--- src/dnc_pkg.sv ---
/*
 * Constants and types shared by the DAC control block and its stored-image
 * memory. Assumes nothing of its surroundings.
 */
package dnc_pkg;

    // Widths of the stored image and the working register
    localparam int DNC_CODE_W = 12;
    localparam int DNC_IMG_W = 14;

    // Field positions inside the 14-bit image
    localparam int DNC_PD_HI_POS = 13;
    localparam int DNC_PD_LO_POS = 12;
    localparam int DNC_CODE_MSB_POS = 11;

    // As-shipped image: only the code msb set, giving mid-scale
    localparam logic [13:0] DNC_FACTORY_IMAGE = 14'h0800;

    // Power-down select encodings
    localparam logic [1:0] DNC_PD_NORMAL = 2'h0;
    localparam logic [1:0] DNC_PD_1K = 2'h1;
    localparam logic [1:0] DNC_PD_100K = 2'h2;
    localparam logic [1:0] DNC_PD_500K = 2'h3;

    // Command type encoding that also writes the stored image
    localparam logic [2:0] DNC_CMD_NVM_WRITE = 3'h3;

    // Default length of a stored-image write, in sys_clk cycles
    localparam int DNC_NVM_WRITE_CYCLES = 1000;

    // Control sequencer states
    typedef enum logic [1:0] {
        DNC_ST_OFF,
        DNC_ST_LOAD,
        DNC_ST_RUN,
        DNC_ST_WRITE
    } dnc_state_t;

endpackage : dnc_pkg

--- src/dnc_nvm_store.sv ---
/*
 * Non-volatile image store of the DAC control block, one word wide.
 * Assumes writes come from the same clock; the read word is registered and
 * follows a write one cycle later.
 */
`timescale 1ns/10ps
module dnc_nvm_store
    import dnc_pkg::*;
#(
    parameter int WIDTH = DNC_IMG_W,
    parameter logic [WIDTH-1:0] INIT = DNC_FACTORY_IMAGE
)
(
    input wire logic sys_clk,
    input wire logic sys_rst,
    input wire logic wr_en,
    input wire logic [WIDTH-1:0] wr_data,
    output logic [WIDTH-1:0] rd_data_r
);

    logic [WIDTH-1:0] cell_r;

    // Storage cell; reset stands for the factory programming
    always_ff @(posedge sys_clk or posedge sys_rst)
    begin
        if (sys_rst)
            cell_r <= INIT;
        else if (wr_en)
            cell_r <= wr_data;
    end

    // Registered read port
    always_ff @(posedge sys_clk or posedge sys_rst)
    begin
        if (sys_rst)
            rd_data_r <= INIT;
        else
            rd_data_r <= cell_r;
    end

endmodule : dnc_nvm_store

--- src/dnc_ctrl.sv ---
/*
 * Control logic of a 12-bit DAC with a 14-bit non-volatile settings image:
 * working register, reload on reset events, power-down decode, wake-up and
 * the stored-image write with its ready/busy flag.
 * Assumes a serial front end on sys_clk that delivers each complete write
 * command as a one-cycle cmd_valid pulse, and general call reset and wake-up
 * as one-cycle pulses. supply_ok comes from an analog comparator, unclocked.
 */
// How it works
// - Reset events copy stored image into working register
// - Power-on and general call reset both reload; logic ignores a general call reset during a write
// - Below supply threshold everything off, then reset
// - Two power-down bits select normal or power-down
// - 00 normal; 01/10/11 give 1k/100k/500k pull-down
// - Power-down stops conversion, command port stays live
// - Normal-mode write or wake-up leaves power-down; logic ignores a wake-up during a write
// - Stored image is 14 bits, readable and rewritable
// - Command type 011 starts stored-image write
// - Ready flag low during write, high after
// - Writes ignored while ready flag low
// - Code is unsigned binary, output ref*code/4096
// - Accesses accepted any time after power-on reset; logic takes commands only in run state, not in load or write
// - Shipped image gives mid-scale output
// - Type 00x updates working register only
// - Type 1xx commands are ignored
// - Factory image: code msb set, rest clear
// - Ready flag is reported for polling
`timescale 1ns/10ps
module dnc_ctrl
    import dnc_pkg::*;
#(
    parameter int NVM_WRITE_CYCLES = DNC_NVM_WRITE_CYCLES
)
(
    input wire logic sys_clk,
    input wire logic sys_rst,
    input wire logic supply_ok,
    input wire logic cmd_valid,
    input wire logic cmd_type_bit2,
    input wire logic cmd_type_bit1,
    input wire logic cmd_type_bit0,
    input wire logic cmd_powerdown_sel_hi,
    input wire logic cmd_powerdown_sel_lo,
    input wire logic [11:0] cmd_code,
    input wire logic gc_reset,
    input wire logic gc_wakeup,
    output logic [11:0] dac_code_r,
    output logic powerdown_sel_hi_r,
    output logic powerdown_sel_lo_r,
    output logic conv_enable_r,
    output logic load_1k_r,
    output logic load_100k_r,
    output logic load_500k_r,
    output logic nvm_write_done_flag_r,
    output logic [13:0] nvm_image_r
);

    localparam int CNT_W = $clog2(NVM_WRITE_CYCLES + 1);
    localparam logic [CNT_W-1:0] CNT_LAST = CNT_W'(NVM_WRITE_CYCLES - 1);

    // Output stage decode: {conversion on, 1k, 100k, 500k}
    function automatic logic [3:0] pd_decode(input logic [1:0] sel, input logic live);
        logic [3:0] res;
        res = 4'h0;
        if (live)
        begin
            case (sel)
                DNC_PD_NORMAL: res = 4'h8;
                DNC_PD_1K: res = 4'h4;
                DNC_PD_100K: res = 4'h2;
                DNC_PD_500K: res = 4'h1;
                default: res = 4'h0;
            endcase
        end
        return res;
    endfunction : pd_decode

    logic supply_meta_r;
    logic supply_sync_r;
    dnc_state_t state_r;
    dnc_state_t state_nxt;
    logic [CNT_W-1:0] wr_cnt_r;
    logic [11:0] code_nxt;
    logic [1:0] pd_nxt;
    logic [3:0] stage_nxt;
    logic [13:0] nvm_rd;
    logic [CNT_W-1:0] wr_seen_r;

    // Command decode
    wire logic [2:0] cmd_type = {cmd_type_bit2, cmd_type_bit1, cmd_type_bit0};
    wire logic cmd_take = (state_r == DNC_ST_RUN) && cmd_valid && !cmd_type_bit2;
    wire logic cmd_nvm = cmd_take && (cmd_type == DNC_CMD_NVM_WRITE);
    wire logic [13:0] cmd_image = {cmd_powerdown_sel_hi, cmd_powerdown_sel_lo, cmd_code};
    wire logic wr_end = (state_r == DNC_ST_WRITE) && (wr_cnt_r == CNT_LAST);

    // Supply comparator passes two flip-flops
    always_ff @(posedge sys_clk or posedge sys_rst)
    begin
        if (sys_rst)
        begin
            supply_meta_r <= 1'b0;
            supply_sync_r <= 1'b0;
        end
        else
        begin
            supply_meta_r <= supply_ok;
            supply_sync_r <= supply_meta_r;
        end
    end

    // Sequencer and working register next values
    always_comb
    begin
        state_nxt = state_r;
        code_nxt = dac_code_r;
        pd_nxt = {powerdown_sel_hi_r, powerdown_sel_lo_r};
        case (state_r)
            DNC_ST_OFF:
                if (supply_sync_r)
                    state_nxt = DNC_ST_LOAD;
            DNC_ST_LOAD:
            begin
                code_nxt = nvm_rd[DNC_CODE_MSB_POS:0];
                pd_nxt = nvm_rd[DNC_PD_HI_POS:DNC_PD_LO_POS];
                state_nxt = DNC_ST_RUN;
            end
            DNC_ST_RUN:
                if (gc_reset)
                    state_nxt = DNC_ST_LOAD;
                else if (cmd_take)
                begin
                    code_nxt = cmd_code;
                    pd_nxt = cmd_image[DNC_PD_HI_POS:DNC_PD_LO_POS];
                    if (cmd_nvm)
                        state_nxt = DNC_ST_WRITE;
                end
                else if (gc_wakeup)
                    pd_nxt = DNC_PD_NORMAL;
            DNC_ST_WRITE:
                if (wr_end)
                    state_nxt = DNC_ST_RUN;
            default:
                state_nxt = DNC_ST_OFF;
        endcase
        if (!supply_sync_r)
            state_nxt = DNC_ST_OFF;
    end

    // Output stage follows the next power-down select in the same edge
    assign stage_nxt = pd_decode(pd_nxt, state_nxt != DNC_ST_OFF);

    // Sequencer state and write timer
    always_ff @(posedge sys_clk or posedge sys_rst)
    begin
        if (sys_rst)
        begin
            state_r <= DNC_ST_OFF;
            wr_cnt_r <= '0;
        end
        else
        begin
            state_r <= state_nxt;
            wr_cnt_r <= (state_r == DNC_ST_WRITE) ? wr_cnt_r + 1'b1 : '0;
        end
    end

    // Working register, output stage and ready flag
    always_ff @(posedge sys_clk or posedge sys_rst)
    begin
        if (sys_rst)
        begin
            dac_code_r <= '0;
            {powerdown_sel_hi_r, powerdown_sel_lo_r} <= DNC_PD_NORMAL;
            {conv_enable_r, load_1k_r, load_100k_r, load_500k_r} <= 4'h0;
            nvm_write_done_flag_r <= 1'b1;
        end
        else
        begin
            dac_code_r <= code_nxt;
            {powerdown_sel_hi_r, powerdown_sel_lo_r} <= pd_nxt;
            {conv_enable_r, load_1k_r, load_100k_r, load_500k_r} <= stage_nxt;
            nvm_write_done_flag_r <= (state_nxt != DNC_ST_WRITE);
        end
    end

    // Stored image, reset to the as-shipped mid-scale value
    dnc_nvm_store #(
        .WIDTH(DNC_IMG_W),
        .INIT(DNC_FACTORY_IMAGE)
    ) dnc_nvm_store_i (
        .sys_clk(sys_clk),
        .sys_rst(sys_rst),
        .wr_en(cmd_nvm),
        .wr_data(cmd_image),
        .rd_data_r(nvm_rd)
    );

    // Image readback port
    always_ff @(posedge sys_clk or posedge sys_rst)
    begin
        if (sys_rst)
            nvm_image_r <= DNC_FACTORY_IMAGE;
        else
            nvm_image_r <= nvm_rd;
    end

    AST_RELOAD: assert property (@(posedge sys_clk) disable iff (sys_rst)
        (state_r == DNC_ST_LOAD) && supply_sync_r |=> (dac_code_r == $past(nvm_rd[11:0]))
        && ({powerdown_sel_hi_r, powerdown_sel_lo_r} == $past(nvm_rd[13:12])))
        else $error("Working register not reloaded from image");

    AST_GC_RESET: assert property (@(posedge sys_clk) disable iff (sys_rst)
        (state_r == DNC_ST_RUN) && gc_reset && supply_sync_r |=> (state_r == DNC_ST_LOAD)
        ##1 (state_r == DNC_ST_RUN) || !supply_sync_r)
        else $error("General call reset did not reload");

    AST_SUPPLY_OFF: assert property (@(posedge sys_clk) disable iff (sys_rst)
        !supply_sync_r |=> (state_r == DNC_ST_OFF) && !conv_enable_r && !load_1k_r
        && !load_100k_r && !load_500k_r)
        else $error("Circuits active below supply threshold");

    AST_STAGE_DECODE: assert property (@(posedge sys_clk) disable iff (sys_rst)
        (state_r != DNC_ST_OFF) |-> (conv_enable_r == ({powerdown_sel_hi_r, powerdown_sel_lo_r} == 2'h0))
        && (load_1k_r == ({powerdown_sel_hi_r, powerdown_sel_lo_r} == 2'h1))
        && (load_100k_r == ({powerdown_sel_hi_r, powerdown_sel_lo_r} == 2'h2))
        && (load_500k_r == ({powerdown_sel_hi_r, powerdown_sel_lo_r} == 2'h3)))
        else $error("Output stage does not match power-down select");

    AST_WAKE: assert property (@(posedge sys_clk) disable iff (sys_rst)
        (state_r == DNC_ST_RUN) && supply_sync_r && !gc_reset
        && ((gc_wakeup && !cmd_take)
        || (cmd_take && !cmd_powerdown_sel_hi && !cmd_powerdown_sel_lo))
        |=> conv_enable_r)
        else $error("Did not leave power-down at once");

    AST_WRITE_BUSY: assert property (@(posedge sys_clk) disable iff (sys_rst)
        cmd_nvm && !gc_reset && supply_sync_r |=> !nvm_write_done_flag_r [*8])
        else $error("Ready flag not low during image write");

    // Separate count of cycles spent writing, so the length check does not lean on wr_cnt_r
    always_ff @(posedge sys_clk or posedge sys_rst)
    begin
        if (sys_rst)
            wr_seen_r <= '0;
        else if (state_r == DNC_ST_WRITE)
            wr_seen_r <= wr_seen_r + 1'b1;
        else
            wr_seen_r <= '0;
    end

    AST_WRITE_LEN: assert property (@(posedge sys_clk) disable iff (sys_rst)
        $fell(state_r == DNC_ST_WRITE) && (state_r == DNC_ST_RUN)
        |-> (wr_seen_r == NVM_WRITE_CYCLES))
        else $error("Image write length wrong");

    AST_WRITE_BOUND: assert property (@(posedge sys_clk) disable iff (sys_rst)
        (state_r == DNC_ST_WRITE) |-> (wr_seen_r < NVM_WRITE_CYCLES))
        else $error("Image write runs too long");

    AST_BUSY_IGNORE: assert property (@(posedge sys_clk) disable iff (sys_rst)
        (state_r == DNC_ST_WRITE) && supply_sync_r |=> $stable(dac_code_r)
        && $stable(powerdown_sel_hi_r) && $stable(powerdown_sel_lo_r))
        else $error("Write accepted while busy");

    AST_RESERVED: assert property (@(posedge sys_clk) disable iff (sys_rst)
        cmd_valid && cmd_type_bit2 && !gc_reset && !gc_wakeup && supply_sync_r
        && (state_r == DNC_ST_RUN) |=> $stable(dac_code_r) && $stable(nvm_rd))
        else $error("Reserved command had an effect");

    AST_FAST_NO_NVM: assert property (@(posedge sys_clk) disable iff (sys_rst)
        cmd_take && !cmd_type_bit1 |=> ##1 $stable(nvm_rd))
        else $error("Fast write touched the image");

endmodule : dnc_ctrl

--- config.mk ---
export PLATFORM = sky130hd
export DESIGN_NAME = dnc_ctrl
export DESIGN_NICKNAME = d
export VERILOG_FILES = /design/src/dnc_pkg.sv /design/src/dnc_nvm_store.sv /design/src/dnc_ctrl.sv
export SDC_FILE = /design/constraint.sdc
export NUM_CORES = 1
export LEC_CHECK = 0
export ABC_AREA = 1
export BUFFER_PORTS_ARGS = -buffer_cell sky130_fd_sc_hd__buf_2
export CORE_MARGIN = 5
export CORE_UTILIZATION = 25
export CTS_CLUSTER_DIAMETER = 50
export DETAILED_ROUTE_END_ITERATION = 16
export GPL_TIMING_DRIVEN = 0
export PLACE_DENSITY = 0.48
export SYNTH_ARGS = -nofsm -noshare
export SYNTH_HDL_FRONTEND = slang
export SYNTH_SLANG_ARGS = --single-unit
--- constraint.sdc ---
create_clock -name sys_clk -period 3.83 [get_ports sys_clk]
set_clock_uncertainty 0.1 [all_clocks]
set_input_delay 0.1915 -clock sys_clk [delete_from_list [all_inputs] [get_ports sys_clk]]
set_output_delay 0.1915 -clock sys_clk [all_outputs]
set_load 0.05 [all_outputs]
# Word-level counts from Yosys, hierarchy flattened
# Cells that the tools add are included.
dict set report totals {
  ff_bits 75
  latch_bits 0
  ram_bits 0
  mem_bits_ro 0
  input_bits 23
  n_memories 0
}
dict set report classes {
  n_addsub 1
  mul 0
  n_div 0
  n_lt_le_gt_ge 0
  eq_ne 11
  n_shift 0
  n_mux 16
  bitwise_logic 0
  reduce_logical 10
}
# operator n
set op_table {}
lappend op_table {{12-bit 2-to-1 mux} 2}
lappend op_table {{12-bit one-hot mux with 2 select lines} 1}
lappend op_table {{2-bit 2-to-1 mux} 8}
lappend op_table {{4-bit one-hot mux with 4 select lines} 1}
lappend op_table {{10-bit by 1-bit adder with 10-bit output, second input constant} 1}
lappend op_table {{10-bit == test, second input constant} 1}
lappend op_table {{10-bit 2-to-1 mux} 1}
lappend op_table {{2-bit == test, second input constant} 4}
lappend op_table {{2-bit one-hot mux with 4 select lines} 1}
lappend op_table {{2-bit != test, second input constant} 3}
lappend op_table {{2-bit by 1-bit == test with 1-bit output, second input constant} 2}
lappend op_table {{1-bit logical AND} 4}
lappend op_table {{2-bit zero test} 2}
lappend op_table {{4-bit 2-to-1 mux} 1}
lappend op_table {{2-bit one-hot mux with 2 select lines} 1}
lappend op_table {{2-bit nonzero test} 2}
lappend op_table {{3-bit by 2-bit == test with 1-bit output, second input constant} 1}
lappend op_table {{3-bit AND reduction} 1}
lappend op_table {{1-bit zero test} 1}

# Longest topological paths before layout
# Gate-level depths: netlist (run 1).
dict set report logic_depth {
  word_depth 11
  depth_mapped 12
}

# Cells and area by module
# Synthesis (run 1) repeated with hierarchy kept, for this count alone.
dict set report unflattened {
  hier_cells 283
  hier_area_um2 2830.2
}
# mod instances cells_each area_per_inst_um2
set modules_own_cells {}
lappend modules_own_cells {dnc_ctrl 1 209 1943.1}
lappend modules_own_cells {dnc_nvm_store 1 74 887.1}

# Worst setup path after synthesis (run 1)
# No wires, ideal clock.
dict set report synth_timing {
  kind {reg2reg}
  from {register state_r[0]}
  to {register dnc_nvm_store_i.cell_r[0]}
  setup_time_ns 0.125
  arrival_time_ns 1.514
  path_slack_ns 2.091
  stages_incl_launch_ff 8
  n_path_buf 1
  synth_period_minus_slack_ns 1.739
  cell_sequence {dfrtp_1 -> inv_1 -> ha_1 -> nand2_2 -> nor2_4 -> nand2_4 -> buf_6 -> mux2_4}
}
dict set report synth_via {
  elab_chain_len 4
}
# element line
set synth_lines {}
lappend synth_lines {{start: declaration} dnc_ctrl.sv:80} ;# dnc_state_t state_r;
lappend synth_lines {{start signal: assignment} dnc_ctrl.sv:162} ;# state_r <= state_nxt;
lappend synth_lines {{2-bit == test} dnc_ctrl.sv:91} ;# wire logic cmd_take = (state_r == DNC_ST_RUN) && cmd_valid && !cmd_type_bit2;
lappend synth_lines {{1-bit logical AND (2 in a row)} dnc_ctrl.sv:91}
lappend synth_lines {{1-bit logical AND} dnc_ctrl.sv:92} ;# wire logic cmd_nvm = cmd_take && (cmd_type == DNC_CMD_NVM_WRITE);
lappend synth_lines {{end signal: assignment} dnc_nvm_store.sv:29} ;# cell_r <= wr_data;
lappend synth_lines {{end: declaration} dnc_nvm_store.sv:21} ;# logic [WIDTH-1:0] cell_r;
# Every way passes these cells.
# A chain may end at the register's enable or synchronous reset.

# Worst setup path after layout (run 1)
dict set report layout_timing {
  from {register state_r[0]}
  to {register dac_code_r[3]}
}
dict set report layout_via {
  elab_chain_len 5
  elab_cells_between_ends 9
}
# element line
set layout_lines {}
lappend layout_lines {{2-bit == test} {dnc_ctrl.sv:91, dnc_ctrl.sv:117}}
lappend layout_lines {{1-bit logical AND (2 in a row)} dnc_ctrl.sv:91}
lappend layout_lines {{2-bit != test (no source line)} --}
lappend layout_lines {{3-bit AND reduction (no source line)} --}
lappend layout_lines {{end signal: assignment} dnc_ctrl.sv:179} ;# dac_code_r <= code_nxt;
lappend layout_lines {{end: declaration} dnc_ctrl.sv:47} ;# output logic [11:0] dac_code_r,
# Parallel ways exist; a longest one is shown, timed or not.

==> results of run 1 <==
## sequential cells by signal, summed over array words and instances, names as in the netlist
signal	flops
state_r	2
load_100k_r	1
dnc_nvm_store_i.cell_r	14
powerdown_sel_hi_r	1
load_500k_r	1
dnc_nvm_store_i.rd_data_r	14
powerdown_sel_lo_r	1
load_1k_r	1
wr_cnt_r	10
supply_sync_r	1
nvm_image_r	14
supply_meta_r	1
dac_code_r	12
conv_enable_r	1
nvm_write_done_flag_r	1
## per-stage QoR
| step | total power [mW] | instances | instance area [um^2] | worst slack (ns) |
|---|---|---|---|---|
| detailed placement | 1.954 | 447 | 3338 | 1.759 |
| floorplan | 1.729 | 248 | 2854 | 1.635 |
| finish | 2.691 | 470 | 3681 | 1.815 |
| global route | 2.851 | 470 | 3681 | 1.613 |
| CTS | 2.734 | 469 | 3671 | 1.755 |
| global placement | 1.941 | 446 | 3308 | 0.7411 |
## synth_stat cells
cell / count / share of area (%)
nand2_4: 1 / 0.39
or2_2: 1 / 0.22
dfstp_2: 4 / 3.7
mux2_4: 10 / 5.3
clkbuf_1: 2 / 0.26
nand2_2: 6 / 1.3
ha_1: 6 / 2.6
a21boi_0: 1 / 0.26
nor2_1: 23 / 3.0
o21ai_0: 3 / 0.53
nand3_1: 8 / 1.4
a31oi_1: 12 / 2.6
mux2_2: 4 / 1.6
nor3b_1: 1 / 0.26
nand3_2: 1 / 0.35
nor2_4: 1 / 0.39
inv_2: 1 / 0.13
nand2_1: 53 / 7.0
inv_1: 19 / 2.5
a21oi_1: 11 / 1.9
buf_2: 1 / 0.18
buf_6: 2 / 0.79
nor3_1: 6 / 1.1
dfrtp_1: 71 / 62
## where the power goes
| group | leakage [nW] | internal, mW | switching (mW) |
|---|---|---|---|
| registers | 0.972 | 0.988 | 0.0897 |
| clock network | 0.122 | 0.441 | 0.320 |
| logic | 0.772 | 0.222 | 0.631 |
## final timing paths
path	startpoint	end	slack [ns]
max in group asynchronous	sys_rst	dnc_nvm_store_i.rd_data_r[11]	2.76
min in group asynchronous	sys_rst	nvm_image_r[3]	0.27
hold reg to reg	supply_meta_r	supply_sync_r	0.25
hold / removal	cmd_code[3]	dnc_nvm_store_i.cell_r[3]	0.009
setup / recovery	state_r[0]	dac_code_r[3]	1.81
setup reg to reg	state_r[0]	dac_code_r[3]	1.81
## cells by family (layout without fill, tap and decap cells)
logic type / count (synthesis) / in the layout
compound gates: 27 / 27
simple gates: 101 / 101
buf+inv: 25 / 104
mux: 14 / 14
flops: 75 / 75
fa+ha+maj: 6 / 6
## critical path, delay by kind of cell (launching register included)
kind	cells	cell delay (ns)
buffers and inverters	2	0.40
AOI/OAI and AO/OA	1	0.11
adders and majority gates	1	0.32
DFF	1	0.44
and+or+nand+nor	4	0.52
## layout by cell type, fill, tap and decap left out
cell / instances
inv_4: 1
dfstp_2: 4
a21boi_0: 1
inv_2: 1
a31oi_1: 12
dlygate4sd3_1: 7
nor3b_1: 1
or2_2: 1
dfrtp_1: 71
ha_1: 6
nor2_1: 23
clkinv_4: 2
clkbuf_16: 9
buf_6: 2
a21oi_1: 11
nand2_4: 1
clkinvlp_4: 3
buf_2: 56
nand2_2: 6
mux2_2: 4
buf_16: 1
nor2_4: 1
inv_1: 18
nand3_2: 1
clkbuf_1: 4
nor3_1: 6
mux2_4: 10
nand3_1: 8
o21ai_0: 3
nand2_1: 53
## what timing repair did
item,4_1_cts,5_1_grt
hold buffers,6,1
buffers inserted,0,0
endpoints found under the hold margin,27,1
## cell type report
type                            instances  area share, %
Multi-Input combinational cell        148          23.42
Tap cell                              143          4.861
Buffer                                  5         0.9517
Timing Repair Buffer                   63          10.13
Inverter                               20          2.107
Sequential cell                        75          51.12
Clock inverter                          5          1.088
Clock buffer                           11          6.322
## layer usage
| layer | part of all wire [%] | global-route usage (%) | vias to the layer above |
|---|---|---|---|
| li1 | - | - | 958 |
| met4 | 1.8 | 4.587 | 0 |
| met2 | 47 | 14.14 | 33 |
| met5 | 0 | 0 | - |
| met3 | 4.7 | 3.393 | 9 |
| met1 | 46 | 12.81 | 904 |
==> results.toml, run 1 <==
[job]
maxCapViolCount = 0

[power_and_ir_drop]
ir_drop_v = 0.0002367
leakagePower_nw = 1.866
p_per_area_nw_per_um2 = 730.9

[global_routing]
grt_max_degree = 54
antenna_found_initial = 0
grt_pass1_vias = 1922
globalRouteOverflowTotal = 0
grt_pass1_wl_um = 9901
grt_use_total_pct = 9.667

[timing]
maxSlewHeadroom_pct = 60.20
fin_crit_ns = 2.015
fin_tns_setup_ns = 0
slew_viol_final = 0
tightest_slew_ns = 0.5971
finalSetupViolations = 0
finalHoldViolations = 0
min_period_over_period_pct = 52.62
rsz0062_at_grt = "no"
fin_hold_ws_ns = 0.009487
max_freq_ghz = 0.4962

[logic_synthesis]
synth.ff_latch_count = 75
synthSimpleGateAreaFrac_pct = 15.39
ys_seq_area_share_pct = 65.94
synth_xor_xnor_area_share_pct = 0
synth_adder_area_share_pct = 2.630
synth_mux_area_share_pct = 6.839
syn_nets = 277
yosys_warnings = 0
synth_top_family_by_area = "simple AND/OR/NAND/NOR gates"
synthCells = 248
synthesis.area_um2 = 2854
synthDistinctLibCells = 24
avgSynthCellArea_um2 = 11.51
synth_compound_area_share_pct = 5.349

[drt]
vias_per_cell = 4.051
drt-initial-drc-count = 65
ant_nets = 0
drc = 0
vias = 1904
wl_per_cell_um = 12.89
wirelength_um = 6056
first_pass_iters = 4

[clock_network]
cts_tree = "built"
cts_root_buf = "clkbuf_16"
htree_levels = 3
clk_latency_ns = 0.33
ctsResizeCount = 0
cts_buffers = 9
clk_transition_reported_paths_ns = 0.06
cts.sinks = 75
clock_path_buffers = 2

[placement]
dp_hpwl_um = 4248
gp_congestion = 0.7472
port_buffers = 55

[critical_path]
cp.arrival_ns = 2.12
crit_path_top_delay_cell = "dfrtp_1"
path_max_fanout = 10
max_stage_delay_ns = 0.44
cp_data_required_time_ns = 3.93
cp_common_cell = "nand2_2"
path_cells = "inv_1 -> ha_1 -> nand2_2 -> nor2_4 -> nand2_2 -> nand2_2 -> buf_2 -> a31oi_1"
r2r_cells = 8
criticalPathCategory = "flop to flop"
cp-end-kind = "flop"
startpoint_type = "flop"

[layout]
regArea_um2 = 1882
drive_gt1_share_pct = 31.50
multi_input_area_um2 = 862.1
postLayoutCoreUtil_pct = 32.52
antennaDiodeCount = 0
area_delta_synth_final_pct = 28.98
layout.nets = 351
num-fill-cells = 1170

[worst_hold_path]
hp-class = "input port to flop"
min_path_cells = 2

[outcome]
status = "complete, no violations"

[die]
io_pins = 56
core_um2 = 11320
die_w_um = 116.8
dieArea_um2 = 13650
start_util_pct = 25.21
die_h_um = 116.8
rows = 39
Note: power is estimated with default switching activity, not from simulation.
==> run 2, diff against run 1 <==
Clock period 3.83 ns to 1.9 ns, I/O delays scaled along.
==> run 2 against run 1 <==
  * Total power grew 120%
  * Largest cell class unchanged
  * Sequential cell count unchanged
  * Register-to-register slack lost 1.7 ns
  * Global-route usage decreased by 0.071 points
  * Hold slack improved by 0.055 ns
  * Sequential share of layout area fell by 2.5 points
  * Sequential power increased by 100%
  * Clock-buffer cell count did not move
  * Worst setup slack got worse by 1.7 ns
  * Routed wire length increased by 0.18%
==> results.toml, run 2 (synthesized netlist as in run 1, its figures left out) <==
[placement]
port_buffers = 55
dpl_worst_slack_ns = -0.2147
placed_cells = 447
dp_hpwl_um = 4224
gp_congestion = 0.7316

[layout]
layout_common_cells = "70 x dfrtp_1, 55 x buf_2, 53 x nand2_1, 23 x nor2_1, 17 x inv_1"
num-fill-cells = 1182
antennaDiodeCount = 0
regArea_um2 = 1883
reg.largest.list = "dnc_nvm_store_i.cell_r: 14 flops, dnc_nvm_store_i.rd_data_r: 14 flops, nvm_image_r: 14 flops"
fin_cells = 483
area_delta_synth_final_pct = 35.73
layout.nets = 364
multi_input_area_um2 = 879.6
drive_gt1_share_pct = 32.94
layout_commonest_cell = "dfrtp_1"

[power_and_ir_drop]
leakagePower_nw = 1.958
p_per_area_nw_per_um2 = 1497
ir_drop_v = 0.0005428

[critical_path]
cp.depth = 7
cp-end-kind = "flop"
timing.rr.end = "dnc_nvm_store_i.cell_r[8]"
path_cells = "inv_2 -> ha_4 -> nand2_2 -> nor2_4 -> nand2_4 -> buf_6 -> mux2_4"
crit_buf_inv = 2
startpoint_type = "flop"
path_max_fanout = 10
r2r_slack_ns = 0.11
regToRegStartpoint = "state_r[0]"
r2r_cells = 7
cp_data_required_time_ns = 2.01
max_stage_delay_ns = 0.44
criticalPathCategory = "flop to flop"
cp_top_family = "flip-flops"
cp.arrival_ns = 1.90
crit_path_top_delay_cell = "dfrtp_2"

[clock_network]
cts_buffers = 9
cts.sinks = 75
clock_path_buffers = 2
cts_root_buf = "clkbuf_16"
htree_levels = 3
clk_transition_reported_paths_ns = 0.06
cts_tree = "built"
clk_latency_ns = 0.33

[die]
io_pins = 56
die_w_um = 116.8
core_um2 = 11320
start_util_pct = 25.21
dieArea_um2 = 13650
die_h_um = 116.8
rows = 39

[global_routing]
grt_pass1_vias = 2005
antenna_found_initial = 0
globalRouteOverflowTotal = 0
grt_max_degree = 41
grt_pass1_wl_um = 10140
grt_use_total_pct = 9.596

[drt]
wirelength_um = 6067
first_pass_iters = 4
ant_nets = 0
vias_per_cell = 4.093
wl_per_cell_um = 12.56
vias = 1977
drt-initial-drc-count = 67
drc = 0

[timing]
min_period_over_period_pct = 94.06
slew_viol_final = 0
fin_crit_ns = 1.787
maxSlewHeadroom_pct = 48.29
finalHoldViolations = 0
finalSetupViolations = 0
max_freq_ghz = 0.5595
fin_ws_ns = 0.1128
tightest_slew_ns = 0.7740

[worst_hold_path]
min_from = "gc_wakeup"
hold_end = "powerdown_sel_lo_r"
min_path_cells = 4
hp-class = "input port to flop"

[job]
maxCapViolCount = 0

[outcome]
status = "complete, no violations"
run 2: changes by cell type in the layout (fill, tap and decap cells not counted), sizes merged:
| cell | change |
|---|---|
| inv | +1 |
| dlygate4sd3 | +9 |
| clkinvlp | -2 |
| buf | +4 |
| clkinv | -1 |
| bufinv | +2 |
run 2: through the flow:
stage	power [mW]	util, %	hold slack, ns	area [um^2]	TNS, ns
after floorplan	3.487	-	0.02643	2858	0
after global placement	3.920	29.26	0.1046	3312	-2.981
after detailed placement	3.946	29.43	0.1088	3332	-3.562
after CTS	5.852	33.86	0.05772	3834	0
after global routing	6.100	34.22	0.1044	3874	-0.002168
final	5.798	34.22	0.06463	3874	0
run 2: where the power goes:
part           total (mW)  switching (mW)  internal, mW
clock network        1.84           0.650          1.19
logic                1.78            1.29         0.488
registers            2.17           0.182          1.99
total                5.80            2.13          3.67
run 2: what timing repair did:
action	4_1_cts	5_1_grt
setup endpoints to repair	26	26
pin swaps	0	1
hold buffers	16	0
setup buffers	0	4
endpoints found under the hold margin	62	0
resized for setup	4	4
run 2: how the worst max path moves through the flow:
stage | startpoint | end | slack (ns)
after floorplan | state_r[0] | dnc_nvm_store_i.cell_r[0] | 0.16
after global placement | state_r[0] | dac_code_r[8] | -0.17
after detailed placement | state_r[0] | dac_code_r[2] | -0.21
after CTS | state_r[0] | dac_code_r[6] | 0.02
after global routing | state_r[0] | conv_enable_r | -0.002
final | state_r[0] | dnc_nvm_store_i.cell_r[8] | 0.11
run 2: final cells by class:
class	instances	share of cell area, %
clock inverters	5	2.132
well taps	143	4.619
plain buffers	5	1.098
flip-flops and latches	75	48.61
repair buffers	76	12.53
inverters	20	2.035
multi-input cells	148	22.71
clock buffers	11	6.266
run 2: layer usage:
metal / vias to the layer above / track usage [%] / routed length [um] / part of all wire [%]
met1: 948 / 12.76 / 2763 / 46
met4: 0 / 4.128 / 112 / 1.8
met5: - / 0 / 0 / 0
met3: 9 / 2.828 / 295 / 4.9
li1: 979 / - / - / -
met2: 41 / 14.60 / 2895 / 48
run 2: worst reg2reg max path, cell delays in order (launching register included):
cell	delay (ns)
dfrtp_2	0.44
inv_2	0.10
ha_4	0.19
nand2_2	0.07
nor2_4	0.18
nand2_4	0.11
buf_6	0.18
mux2_4	0.31
